**config.mk**
```make
export PLATFORM = sky130hd
export DESIGN_NAME = adcrr_top
export DESIGN_NICKNAME = d
export VERILOG_FILES = /design/src/adcrr_top.v
export VERILOG_INCLUDE_DIRS = /design/src /design/src/src
export SDC_FILE = /design/constraint.sdc
export NUM_CORES = 2
export LEC_CHECK = 0
export CAP_MARGIN = 5
export CORE_ASPECT_RATIO = 1.1
export CORE_MARGIN = 4
export CORE_UTILIZATION = 64
export DETAILED_ROUTE_END_ITERATION = 12
export DONT_BUFFER_PORTS = 1
export PLACE_DENSITY_LB_ADDON = 0.2
export SYNTH_ARGS = -nofsm -noshare
export SYNTH_HDL_FRONTEND = slang
export SYNTH_SLANG_ARGS = --single-unit
```
**constraint.sdc**
```tcl
create_clock -name clk_in -period 27.7 [get_ports clk_in]
set_clock_uncertainty 0.15 [all_clocks]
set_input_delay 5.54 -clock clk_in [delete_from_list [all_inputs] [get_ports clk_in]]
set_output_delay 5.54 -clock clk_in [all_outputs]
set_load 0.005 [all_outputs]
```
**src/adcrr_regs.vh**
```
// Constants for the round-robin readback controller: offsets, fields,
// reset values and timing counts.
// Assumes it is included by bare name by the design, monitor and bench files.
`ifndef ADCRR_REGS_VH
`define ADCRR_REGS_VH

// Register offsets on the plain register port (8-bit address).
`define ADCRR_A_CTRL     8'h00
`define ADCRR_A_CHEN     8'h01
`define ADCRR_A_LIMDIR   8'h02
`define ADCRR_A_WARN     8'h03
`define ADCRR_A_IRQST    8'h04
`define ADCRR_A_IRQMSK   8'h05
`define ADCRR_A_RES_BASE 4'h1
`define ADCRR_A_LIM_BASE 4'h2

// Control register fields.
`define ADCRR_CTRL_RUN   0
`define ADCRR_CTRL_CONT  1
`define ADCRR_CTRL_AVG   2
`define ADCRR_CTRL_BUSY  3

// Channel map: ten supply inputs, local sensor, two remote sensors.
`define ADCRR_NCH        4'hd
`define ADCRR_LOCAL_CH   4'ha
`define ADCRR_REM0_CH    4'hb
`define ADCRR_REM1_CH    4'hc
`define ADCRR_IRQ_DONE   13

// Averaging and remote step counts (sixteen each).
`define ADCRR_LAST_LOOP  4'hf
`define ADCRR_LAST_STEP  4'hf

// Temperature code span, offset binary.
`define ADCRR_TEMP_MIN   12'h400
`define ADCRR_TEMP_MAX   12'hc00

// Reset values.
`define ADCRR_RST_CHEN   13'h0000
`define ADCRR_RST_LIMDIR 13'h1fff
`define ADCRR_RST_LIMIT  12'hfff
`define ADCRR_RST_MASK   14'h0000

// Timing: times as printed, counts derived from the 40 MHz clock.
`define ADCRR_CLK_MHZ    40
`define ADCRR_CONV_US    500
`define ADCRR_REMOTE_MS  600
`define ADCRR_REM_STEPS  16
`define ADCRR_CONV_CYC   (`ADCRR_CONV_US * `ADCRR_CLK_MHZ)
`define ADCRR_RSUB_CYC   (`ADCRR_REMOTE_MS * 1000 * `ADCRR_CLK_MHZ / `ADCRR_REM_STEPS)

`endif

```
**src/adcrr_top.v**
```verilog
// Round-robin scanner, result store, limit compare and interrupt logic
// for a 13-channel supervisory converter.
// Assumes the analog core converts the selected channel and presents a
// stable 12-bit code on adc_data_in by the end of each slot.
//
// Overview of operation
// - Thirteen channels, any enabled subset scanned.
// - Single pass or continuous scan loop.
// - Averaging repeats loop sixteen times, then writes.
// - Results are unsigned 12-bit codes, full 4095.
// - One limit per channel, max or min.
// - Crossing limit raises readable warning to engine.
// - Start by register write or sequencing engine.
// - Each supply and local sensor channel slot lasts 500 microseconds.
// - Temperature codes offset binary, 0x400 to 0xc00.
// - Temperature channels have own limit warnings.
// - Remote excitation alternates base and multiple current.
// - Remote result averages sixteen steps over 600 ms.
// - Two remote sensors, each own pin pair.
//
// The register offsets and the address-and-strobe port were decided locally.
`timescale 1ns/1ps
`include "adcrr_regs.vh"

module adcrr_top #(
    parameter [24:0] CONV_CYC = `ADCRR_CONV_CYC, // Supply channel slot length.
    parameter [24:0] RSUB_CYC = `ADCRR_RSUB_CYC  // One remote step length.
) (
    input  wire        clk_in,                        // System clock, 40 MHz.
    input  wire        rst_in,                        // Asynchronous reset.
    input  wire [7:0]  addr_in,                       // Register address.
    input  wire [15:0] wdata_in,                      // Register write data.
    input  wire        wr_in,                         // Write strobe.
    input  wire        rd_in,                         // Read strobe.
    output reg  [15:0] rdata_out,                     // Read data, next cycle.
    input  wire        sequencing_engine_adc_on_in,   // Engine scan request.
    input  wire [11:0] adc_data_in,                   // Converter code.
    output reg  [3:0]  ch_sel_out,                    // Input selector.
    output reg         conv_start_out,                // Conversion start pulse.
    output reg  [1:0]  diode_sel_out,                 // Remote sensor select.
    output reg         excite_high_out,               // Multiple current on.
    output reg  [12:0] sequencing_engine_warn_out,    // Live limit warnings.
    output reg         irq_out,                       // Level interrupt.
    output reg         busy_out                       // Scan in progress.
);

    // Scanner states.
    localparam [1:0] S_IDLE = 2'd0;
    localparam [1:0] S_PICK = 2'd1;
    localparam [1:0] S_CONV = 2'd2;

    // Control and configuration held by software.
    reg         run;                  // Run request bit.
    reg         cont;                 // Continuous mode.
    reg         avg;                  // Sixteen-loop averaging.
    reg  [12:0] ch_en;                // Channel enables.
    reg  [12:0] lim_dir;              // One means the limit is a maximum.
    reg  [13:0] irq_stat;             // Sticky events.
    reg  [13:0] irq_mask;             // Event mask.

    // Per-channel storage.
    reg  [11:0] result [0:12];        // Output registers.
    reg  [11:0] limit  [0:12];        // Single limit per channel.
    reg  [15:0] acc    [0:12];        // Averaging sums over loops.

    // Scanner state.
    reg  [1:0]  state;                // Current state.
    reg  [3:0]  ch;                   // Channel under work, 13 ends a loop.
    reg  [3:0]  loop_cnt;             // Averaging loop number.
    reg  [3:0]  step;                 // Remote measurement step.
    reg  [24:0] tmr;                  // Slot timer.
    reg  [15:0] racc;                 // Remote step sum.
    reg         se_q;                 // Engine request, previous cycle.
    reg  [15:0] next_rdata;           // Read mux output.
    integer     i;                    // Reset loop index.

    // True when the address falls in a per-channel window at base.
    function in_win;
        input [7:0] a;
        input [3:0] base;
        begin
            in_win = (a[7:4] == base) && (a[3:0] < `ADCRR_NCH);
        end
    endfunction

    // A maximum warns above the limit, a minimum below it.
    function crossed;
        input [11:0] v;
        input [11:0] lim;
        input        is_max;
        begin
            crossed = is_max ? (v > lim) : (v < lim);
        end
    endfunction

    // Temperature codes are held inside the offset binary span.
    function [11:0] tclamp;
        input [11:0] v;
        begin
            if (v < `ADCRR_TEMP_MIN) begin
                tclamp = `ADCRR_TEMP_MIN;
            end else if (v > `ADCRR_TEMP_MAX) begin
                tclamp = `ADCRR_TEMP_MAX;
            end else begin
                tclamp = v;
            end
        end
    endfunction

    // Slot decode for the channel under work.
    wire        is_remote = (ch == `ADCRR_REM0_CH) || (ch == `ADCRR_REM1_CH);
    wire        is_temp   = (ch >= `ADCRR_LOCAL_CH) && (ch < `ADCRR_NCH);
    wire [24:0] slot_last = (is_remote ? RSUB_CYC : CONV_CYC) - 25'd1;
    wire [24:0] half_slot = RSUB_CYC >> 1;

    // Remote sum of all sixteen steps, and the sample it yields.
    wire [15:0] rsum     = racc + {4'h0, adc_data_in};
    wire [11:0] raw      = is_remote ? rsum[15:4] : adc_data_in;
    wire [11:0] sample   = is_temp ? tclamp(raw) : raw;

    // Loop average and the value finally stored.
    wire [15:0] asum     = acc[ch] + {4'h0, sample};
    wire [11:0] value    = avg ? asum[15:4] : sample;
    wire        mid_avg  = avg && (loop_cnt != `ADCRR_LAST_LOOP);
    wire        hit      = crossed(value, limit[ch], lim_dir[ch]);

    // Bus decodes that the scanner logic also uses.
    wire wr_ctrl   = wr_in && (addr_in == `ADCRR_A_CTRL);
    wire rd_irqst  = rd_in && (addr_in == `ADCRR_A_IRQST);
    wire se_rise   = sequencing_engine_adc_on_in && !se_q;
    wire start_req = (wr_ctrl && wdata_in[`ADCRR_CTRL_RUN]) || se_rise;
    wire keep_on   = run || sequencing_engine_adc_on_in;

    // Read mux; unmapped addresses and the window gaps read as zero.
    always @* begin
        next_rdata = 16'h0000;
        if (addr_in == `ADCRR_A_CTRL) begin
            next_rdata = {12'h000, busy_out, avg, cont, run};
        end else if (addr_in == `ADCRR_A_CHEN) begin
            next_rdata = {3'h0, ch_en};
        end else if (addr_in == `ADCRR_A_LIMDIR) begin
            next_rdata = {3'h0, lim_dir};
        end else if (addr_in == `ADCRR_A_WARN) begin
            next_rdata = {3'h0, sequencing_engine_warn_out};
        end else if (addr_in == `ADCRR_A_IRQST) begin
            next_rdata = {2'h0, irq_stat};
        end else if (addr_in == `ADCRR_A_IRQMSK) begin
            next_rdata = {2'h0, irq_mask};
        end else if (in_win(addr_in, `ADCRR_A_RES_BASE)) begin
            next_rdata = {4'h0, result[addr_in[3:0]]};
        end else if (in_win(addr_in, `ADCRR_A_LIM_BASE)) begin
            next_rdata = {4'h0, limit[addr_in[3:0]]};
        end
    end

    // Read data appear only in the cycle after the strobe.
    always @(posedge clk_in or posedge rst_in) begin
        if (rst_in) begin
            rdata_out <= 16'h0000;
        end else begin
            rdata_out <= rd_in ? next_rdata : 16'h0000;
        end
    end

    // The interrupt follows the masked sticky bits one cycle later.
    always @(posedge clk_in or posedge rst_in) begin
        if (rst_in) begin
            irq_out <= 1'b0;
        end else begin
            irq_out <= |(irq_stat & irq_mask);
        end
    end

    // Registers and scanner share one process because the scanner
    // clears the run bit and sets sticky bits that software also touches.
    always @(posedge clk_in or posedge rst_in) begin
        if (rst_in) begin
            run                        <= 1'b0;
            cont                       <= 1'b0;
            avg                        <= 1'b0;
            ch_en                      <= `ADCRR_RST_CHEN;
            lim_dir                    <= `ADCRR_RST_LIMDIR;
            irq_stat                   <= 14'h0000;
            irq_mask                   <= `ADCRR_RST_MASK;
            for (i = 0; i < 13; i = i + 1) begin
                result[i] <= 12'h000;
                limit[i]  <= `ADCRR_RST_LIMIT;
                acc[i]    <= 16'h0000;
            end
            state                      <= S_IDLE;
            ch                         <= 4'h0;
            loop_cnt                   <= 4'h0;
            step                       <= 4'h0;
            tmr                        <= 25'd0;
            racc                       <= 16'h0000;
            se_q                       <= 1'b0;
            ch_sel_out                 <= 4'h0;
            conv_start_out             <= 1'b0;
            diode_sel_out              <= 2'b00;
            excite_high_out            <= 1'b0;
            sequencing_engine_warn_out <= 13'h0000;
            busy_out                   <= 1'b0;
        end else begin
            se_q           <= sequencing_engine_adc_on_in;
            conv_start_out <= 1'b0;

            // A read of the status clears it; later sets in this cycle win.
            if (rd_irqst) begin
                irq_stat <= 14'h0000;
            end

            // Software writes.
            if (wr_ctrl) begin
                run  <= wdata_in[`ADCRR_CTRL_RUN];
                cont <= wdata_in[`ADCRR_CTRL_CONT];
                avg  <= wdata_in[`ADCRR_CTRL_AVG];
            end else if (wr_in && (addr_in == `ADCRR_A_CHEN)) begin
                ch_en <= wdata_in[12:0];
            end else if (wr_in && (addr_in == `ADCRR_A_LIMDIR)) begin
                lim_dir <= wdata_in[12:0];
            end else if (wr_in && (addr_in == `ADCRR_A_IRQMSK)) begin
                irq_mask <= wdata_in[13:0];
            end else if (wr_in && in_win(addr_in, `ADCRR_A_LIM_BASE)) begin
                limit[addr_in[3:0]] <= wdata_in[11:0];
            end

            case (state)
                // Waiting for a start from software or the engine.
                S_IDLE: begin
                    diode_sel_out   <= 2'b00;
                    excite_high_out <= 1'b0;
                    if (start_req) begin
                        state    <= S_PICK;
                        ch       <= 4'h0;
                        loop_cnt <= 4'h0;
                        busy_out <= 1'b1;
                    end
                end

                // Skip disabled channels, close loops and passes.
                S_PICK: begin
                    excite_high_out <= 1'b0;
                    if (ch == `ADCRR_NCH) begin
                        ch <= 4'h0;
                        if (mid_avg) begin
                            loop_cnt <= loop_cnt + 4'h1;
                        end else begin
                            loop_cnt                 <= 4'h0;
                            irq_stat[`ADCRR_IRQ_DONE] <= 1'b1;
                            if (!(cont && keep_on)) begin
                                state    <= S_IDLE;
                                run      <= 1'b0;
                                busy_out <= 1'b0;
                            end
                        end
                    end else if (ch_en[ch]) begin
                        state          <= S_CONV;
                        ch_sel_out     <= ch;
                        conv_start_out <= 1'b1;
                        tmr            <= 25'd0;
                        step           <= 4'h0;
                        racc           <= 16'h0000;
                        if (ch == `ADCRR_REM0_CH) begin
                            diode_sel_out <= 2'b01;
                        end else if (ch == `ADCRR_REM1_CH) begin
                            diode_sel_out <= 2'b10;
                        end else begin
                            diode_sel_out <= 2'b00;
                        end
                    end else begin
                        ch <= ch + 4'h1;
                    end
                end

                // Time one slot; remote channels run sixteen steps.
                S_CONV: begin
                    // Base current in the first half, multiple in the second.
                    excite_high_out <= is_remote && (tmr >= half_slot);
                    if (tmr != slot_last) begin
                        tmr <= tmr + 25'd1;
                    end else begin
                        tmr <= 25'd0;
                        if (is_remote && (step != `ADCRR_LAST_STEP)) begin
                            racc           <= rsum;
                            step           <= step + 4'h1;
                            conv_start_out <= 1'b1;
                        end else begin
                            state <= S_PICK;
                            ch    <= ch + 4'h1;
                            if (mid_avg) begin
                                acc[ch] <= asum;
                            end else begin
                                // Output registers change only here.
                                result[ch]                     <= value;
                                acc[ch]                        <= 16'h0000;
                                sequencing_engine_warn_out[ch] <= hit;
                                if (hit) begin
                                    irq_stat[ch] <= 1'b1;
                                end
                            end
                        end
                    end
                end

                default: begin
                    state    <= S_IDLE;
                    busy_out <= 1'b0;
                end
            endcase
        end
    end

endmodule // adcrr_top

```
# Word level (Yosys, flattened, before mapping)
# Cells that the tools add are included.
op_classes:
  add_sub_neg: 7
  mul: 0
  div: 0
  magnitude_cmp: 14
  n_eq_ne: 28
  n_shift: 0
  muxes: 106
  bitwise: 15
  n_reduce_logical: 44
ops:
  columns: ["cell", "n"]
  rows:
  - ["bitwise mux 156 bit", 2]
  - ["bitwise AND 208 bit", 1]
  - ["bitwise mux 208 bit", 1]
  - ["2-to-1 mux 208 bit", 1]
  - ["inverter 208 bit", 1]
  - ["2-to-1 mux 12 bit", 15]
  - ["2-to-1 mux 14 bit", 11]
  - ["binary-select mux 12 bit (select 4 bit)", 3]
  - ["2-to-1 mux 16 bit", 8]
  - ["demux 12 bit (select 4 bit)", 2]
  - ["2-to-1 mux 25 bit", 3]
  - ["binary-select mux 16 bit (select 4 bit)", 1]
  - ["demux 16 bit (select 4 bit)", 1]
  - ["one-hot mux 25 bit (2 select lines)", 1]
  - ["2-to-1 mux 4 bit", 11]
  - ["adder 16 x 12 -> 16 bit", 2]
  - ["one-hot mux 16 bit (2 select lines)", 1]
  - ["adder 25 x 1 -> 25 bit, second input constant", 1]
  - [">= comparator 25 x 20 -> 1 bit, second input constant", 1]
  - ["!= test 25 bit", 1]
  - ["2-to-1 mux 2 bit", 11]
  - ["subtractor 21 x 1 -> 22 bit, second input constant", 1]
  - ["2-to-1 mux 21 bit", 1]
  - ["AND reduction 5 bit", 4]
  - ["50 further kinds", 129]
totals:
  regBits: 672
  latch_bits: 0
  ramBits: 0
  romBits: 0
  output_inout_bits: 39
  wordCells: 275
  mem_count: 0

# Depth between registers and ports, before layout
depth:
  word_depth: 16
  depth_mapped: 41

# Worst setup path after synthesis
# No wires, ideal clock.
synth_path:
  path_kind: "input to register"
  start: "input port adc_data_in[0]"
  end: "register sequencing_engine_warn_out[11]"
  setup_time_ns: 0.083
  t_arrival_ns: 12.061
  t_required_ns: 27.467
  path_slack_ns: 15.405
  stages: 32
  n_path_buf: 2
  path_cell_list: "ha_1 fa_1 nand3_1 a21oi_2 or3_1 a211o_1 a221oi_1 o2111ai_1 nand2_1 and2_1 ha_1 inv_1 fa_1 nand2b_1 a21oi_1 or2_2 a21boi_0 o32ai_2 a211oi_2 o21ai_1 a32o_1 buf_2 ha_1 a21o_1 a21o_1 a21oi_1 nor2_1 a2111oi_0 mux2i_1 clkbuf_1 nand2_1 o21ai_0"
synth_between:
  elab_chain_len: 11
  word_cells_on_any_way: 13
synth_lines:
  columns: ["element", "line_no", "text"]
  rows:
  - ["from (decl)", "adcrr_top.v:37", "input wire [11:0] adc_data_in,"]
  - ["adder 16 x 12 -> 16 bit", "adcrr_top.v:117", "wire [15:0] rsum = racc + {4'h0, adc_data_in};"]
  - ["2-to-1 mux 12 bit *", "adcrr_top.v:118", "wire [11:0] raw = is_remote ? rsum[15:4] : adc_data_in;"]
  - ["greater-than comparator 12 bit (no source line)", null, null]
  - ["2-to-1 mux 12 bit", "adcrr_top.v:102", "end else if (v > `ADCRR_TEMP_MAX) begin"]
  - ["2-to-1 mux 12 bit", "adcrr_top.v:100", "if (v < `ADCRR_TEMP_MIN) begin"]
  - ["2-to-1 mux 12 bit *", "adcrr_top.v:119", "wire [11:0] sample = is_temp ? tclamp(raw) : raw;"]
  - ["adder 16 x 12 -> 16 bit", "adcrr_top.v:122", "wire [15:0] asum = acc[ch] + {4'h0, sample};"]
  - ["2-to-1 mux 12 bit *", "adcrr_top.v:123", "wire [11:0] value = avg ? asum[15:4] : sample;"]
  - ["via value[4]", "adcrr_top.v:123", null]
  - ["< comparator 12 bit or greater-than comparator 12 bit (tied branches)", "adcrr_top.v:92", "crossed = is_max ? (v > lim) : (v < lim);"]
  - ["2-to-1 mux 1 bit *", "adcrr_top.v:92", null]
  - ["bitwise mux 13 bit *", "adcrr_top.v:296", "sequencing_engine_warn_out[ch] <= hit;"]
  - ["to (signal, indexed assignment)", "adcrr_top.v:296", null]
  - ["to (decl)", "adcrr_top.v:42", "output reg [12:0] sequencing_engine_warn_out,"]
# The timed path passes the listed nets; every way through them passes the cells marked *.
# A chain may end at the register's enable or synchronous reset.

# Worst setup path in the final report
layout_path:
  start: "input port adc_data_in[6]"
  end: "register sequencing_engine_warn_out[5]"
layout_between:
  elab_chain_len: 11
  word_cells_on_any_way: 13
layout_lines:
  columns: ["element", "line_no"]
  rows:
  - ["adder 16 x 12 -> 16 bit", "adcrr_top.v:117"]
  - ["2-to-1 mux 12 bit *", "adcrr_top.v:118"]
  - ["greater-than comparator 12 bit (no source line)", null]
  - ["2-to-1 mux 12 bit", "adcrr_top.v:102"]
  - ["2-to-1 mux 12 bit", "adcrr_top.v:100"]
  - ["2-to-1 mux 12 bit *", "adcrr_top.v:119"]
  - ["adder 16 x 12 -> 16 bit", "adcrr_top.v:122"]
  - ["2-to-1 mux 12 bit *", "adcrr_top.v:123"]
  - ["< comparator 12 bit or greater-than comparator 12 bit (tied branches)", "adcrr_top.v:92"]
  - ["2-to-1 mux 1 bit *", "adcrr_top.v:92"]
  - ["bitwise mux 13 bit *", "adcrr_top.v:296"]
# Mark *: on every way between the ends. The rest lies on a longest branch, timed or not.

==> impl_metrics.yaml <==
sta:
  fin_crit_sh: 0.473
  fin_crit_ps: 13100
  tightest_slew_ps: 1200
  finalSetupViolations: 0
  setup_tns_ps: 0
  whs_ps: 319
  hold_violations: 0
  relSlewSlack: 0.197
  rsz0062_at_grt: "false"
  report.final.slew_viol_count: 0
  fmax_ghz: 0.0763
pwr:
  p_leak_nw: 15.5
  powerDensity_mw_per_mm2: 63.2
  vdd_drop_max_uv: 52.4
worst_setup_path:
  cp_slowest_stage_delay_ps: 560
  setup.worst_path.end_class: "flip-flop"
  path_buf_inv: 2
  cp_data_arrival_time_ps: 13490
  crit_fanout: 14
  crit_path_start_kind: "primary input"
  worst_path_most_repeated_cell: "ha_1"
  crit_family: "compound AO/OA/AOI/OAI gates"
  slowest_stage: "a211oi_2"
  crit_required_ps: 28090
  critPathKind: "primary input to flip-flop"
synthesis:
  yosys-top-cells-area: "dfrtp_1 (36%), dfstp_2 (13%), mux4_2 (12%)"
  syn_area_mm2: 0.0344
  synthDistinctLibCells: 88
  async_flop_share: 1.00
  synth.area.mux_share: 0.212
  avgSynthCellArea_um2: 11.3
  synthXorXnorAreaFrac: 0.00789
  ys_seq_area_frac: 0.493
  ys_seq_elements: 670
  synth_edf_count: 0
  synth_top_area_cell: "dfrtp_1"
  synthAdderAreaFrac: 0.0190
  synth_ff_type: "dfrtp_1"
  synth_top_family_by_area: "multiplexers"
  synth_top_area_share: 0.364
  ys.warnings.count: 0
  synth-compound-area-share: 0.127
  syn-instance-count: 3041
  yosys.area_share.simple: 0.109
floorplanning:
  start_util: 0.651
  ios: 80
  die_w_um: 229
  fp.dieH_um: 251
  coreArea_mm2: 0.0529
  die_area_mm2: 0.0576
  rows: 88
placement:
  place_congestion: 0.928
  dpl-instance-area_mm2: 0.0349
  dp.cells: 3551
  port_buffers: 0
  dp_hpwl_um: 62300
worst_hold_path:
  hp-class: "flip-flop to flip-flop"
routing:
  drc: 0
  drtAntennaViolNets: 0
  wire_per_inst_um: 26.4
  via_per_inst: 6.90
  vias: 25395
  routed_wl_um: 97100
  first_iter_violations: 2445
  dr.pass1.iters: 6
layout:
  area_growth_pct: 8.47
  final_cell_mix: "dfrtp_1 (498), nand2_1 (418), mux2_2 (267)"
  n_fill_cell: 3682
  final_common_cell: "dfrtp_1"
  final_area_mm2: 0.0373
  fin_cells: 3679
  final_nets: 3040
  drive_above_1_share: 0.286
cts:
  insertion_delay_ps: 630
  cts_resized: 0
  cts_tree: "done"
  cts-root-buf: "clkbuf_16"
  htree_levels: 3
  ctsLongestPathBuffers: 3
  cts_setup_buffers: 0
  path_clk_slew_ps: 60
  cts_made_buffers: 70
  hold_buffers: 0
  clock-sinks: 670
grt:
  grt_pass1_vias: 26346
  antenna_found_initial: 0
  grt_pass1_wl_um: 152000
  overflow: 0
  grt_max_degree: 143
  grt_util_all_layers: 0.339
job:
  cap_violations: 0
run_status:
  outcome: "complete, no violations"
-- final timing paths --
kind / start / to / slack, ps / cells after the start
setup / recovery: adc_data_in[6] / sequencing_engine_warn_out[5]$_DFFE_PP0P_ / 14600 / 28
hold / removal: acc[19]$_DFFE_PP0P_ / acc[19]$_DFFE_PP0P_ / 320 / 2
setup reg to reg: ch[1]$_DFFE_PP0P_ / sequencing_engine_warn_out[5]$_DFFE_PP0P_ / 18000 / 30
hold reg to reg: acc[19]$_DFFE_PP0P_ / acc[19]$_DFFE_PP0P_ / 320 / 2
max in group asynchronous: rst_in / run$_DFF_PP0_ / 19280 / 4
min in group asynchronous: rst_in / acc[145]$_DFFE_PP0P_ / 4780 / 1
-- area by class of cell --
cell class                 count  area (um2)  area share
antenna                        1        2.50   0.0000670
clock buffer                 107        2170      0.0582
clock inverter                20         298     0.00798
inverter                      43         169     0.00452
multi-input combinational   2097       16400       0.438
sequential                   670       17000       0.455
tap                          675         845      0.0226
timing repair buffer          66         495      0.0133
-- synth_stat cells, drive strengths merged, types with 47 or more instances --
| library cell | n |
|---|---|
| a21oi | 161 |
| o21ai | 246 |
| a31oi | 47 |
| mux4 | 176 |
| dfrtp | 501 |
| dfstp | 169 |
| mux2 | 267 |
| ha | 49 |
| buf | 62 |
| nor2 | 198 |
| nand2 | 418 |
| nand3 | 64 |
| clkbuf | 170 |
-- tightest hold or removal path, cell delays in order, from the launching register on --
cell and delay (ps):
dfrtp_1 340, nand2_1 50, nand2_1 50
-- sequential cells by signal, indices dropped and copies added, names as in the netlist, 2 cells and up --
signal                      count
result                        156
ch                              4
racc                           16
sequencing_engine_warn_out     13
rdata_out                      14
diode_sel_out                   2
lim_dir                        13
irq_stat                       14
limit                         156
state                           2
loop_cnt                        4
ch_sel_out                      4
ch_en                          13
tmr                            25
step                            4
acc                           208
irq_mask                       14
-- where the power goes --
part | switching (W) | internal [W]
clock | 0.000396 | 0.000608
combinational | 0.000204 | 0.000116
sequential | 0.0000248 | 0.00101
-- through the flow --
stage	total power (W)	utilization	setup slack, ps
3_5_place_dp	0.00137	0.660	14190
3_3_place_gp	0.00136	0.660	14380
6_report	0.00236	0.706	14600
5_1_grt	0.00244	0.706	13940
2_1_floorplan	0.00129	-	3510
4_1_cts	0.00237	0.706	14780
-- cells by family (layout without fill, tap and decap cells) --
kind of cell	Yosys count	after routing
other	1	3
AOI/OAI and AO/OA	689	689
xor gates and xnor gates	31	31
buffers and inverters	275	236
DFF	670	670
adders and majority gates	51	51
muxes	475	475
and+or+nand+nor	849	849
-- layer usage --
metal | GRT usage | share of wire | vias up | wire length (um)
li1 | - | - | 10946 | -
met1 | 0.452 | 0.39 | 12878 | 37400
met2 | 0.541 | 0.47 | 1284 | 46000
met3 | 0.0772 | 0.095 | 287 | 9190
met4 | 0.150 | 0.046 | 0 | 4420
met5 | 0 | 0 | - | 0
No activity file was read; power rests on OpenSTA's default activity.
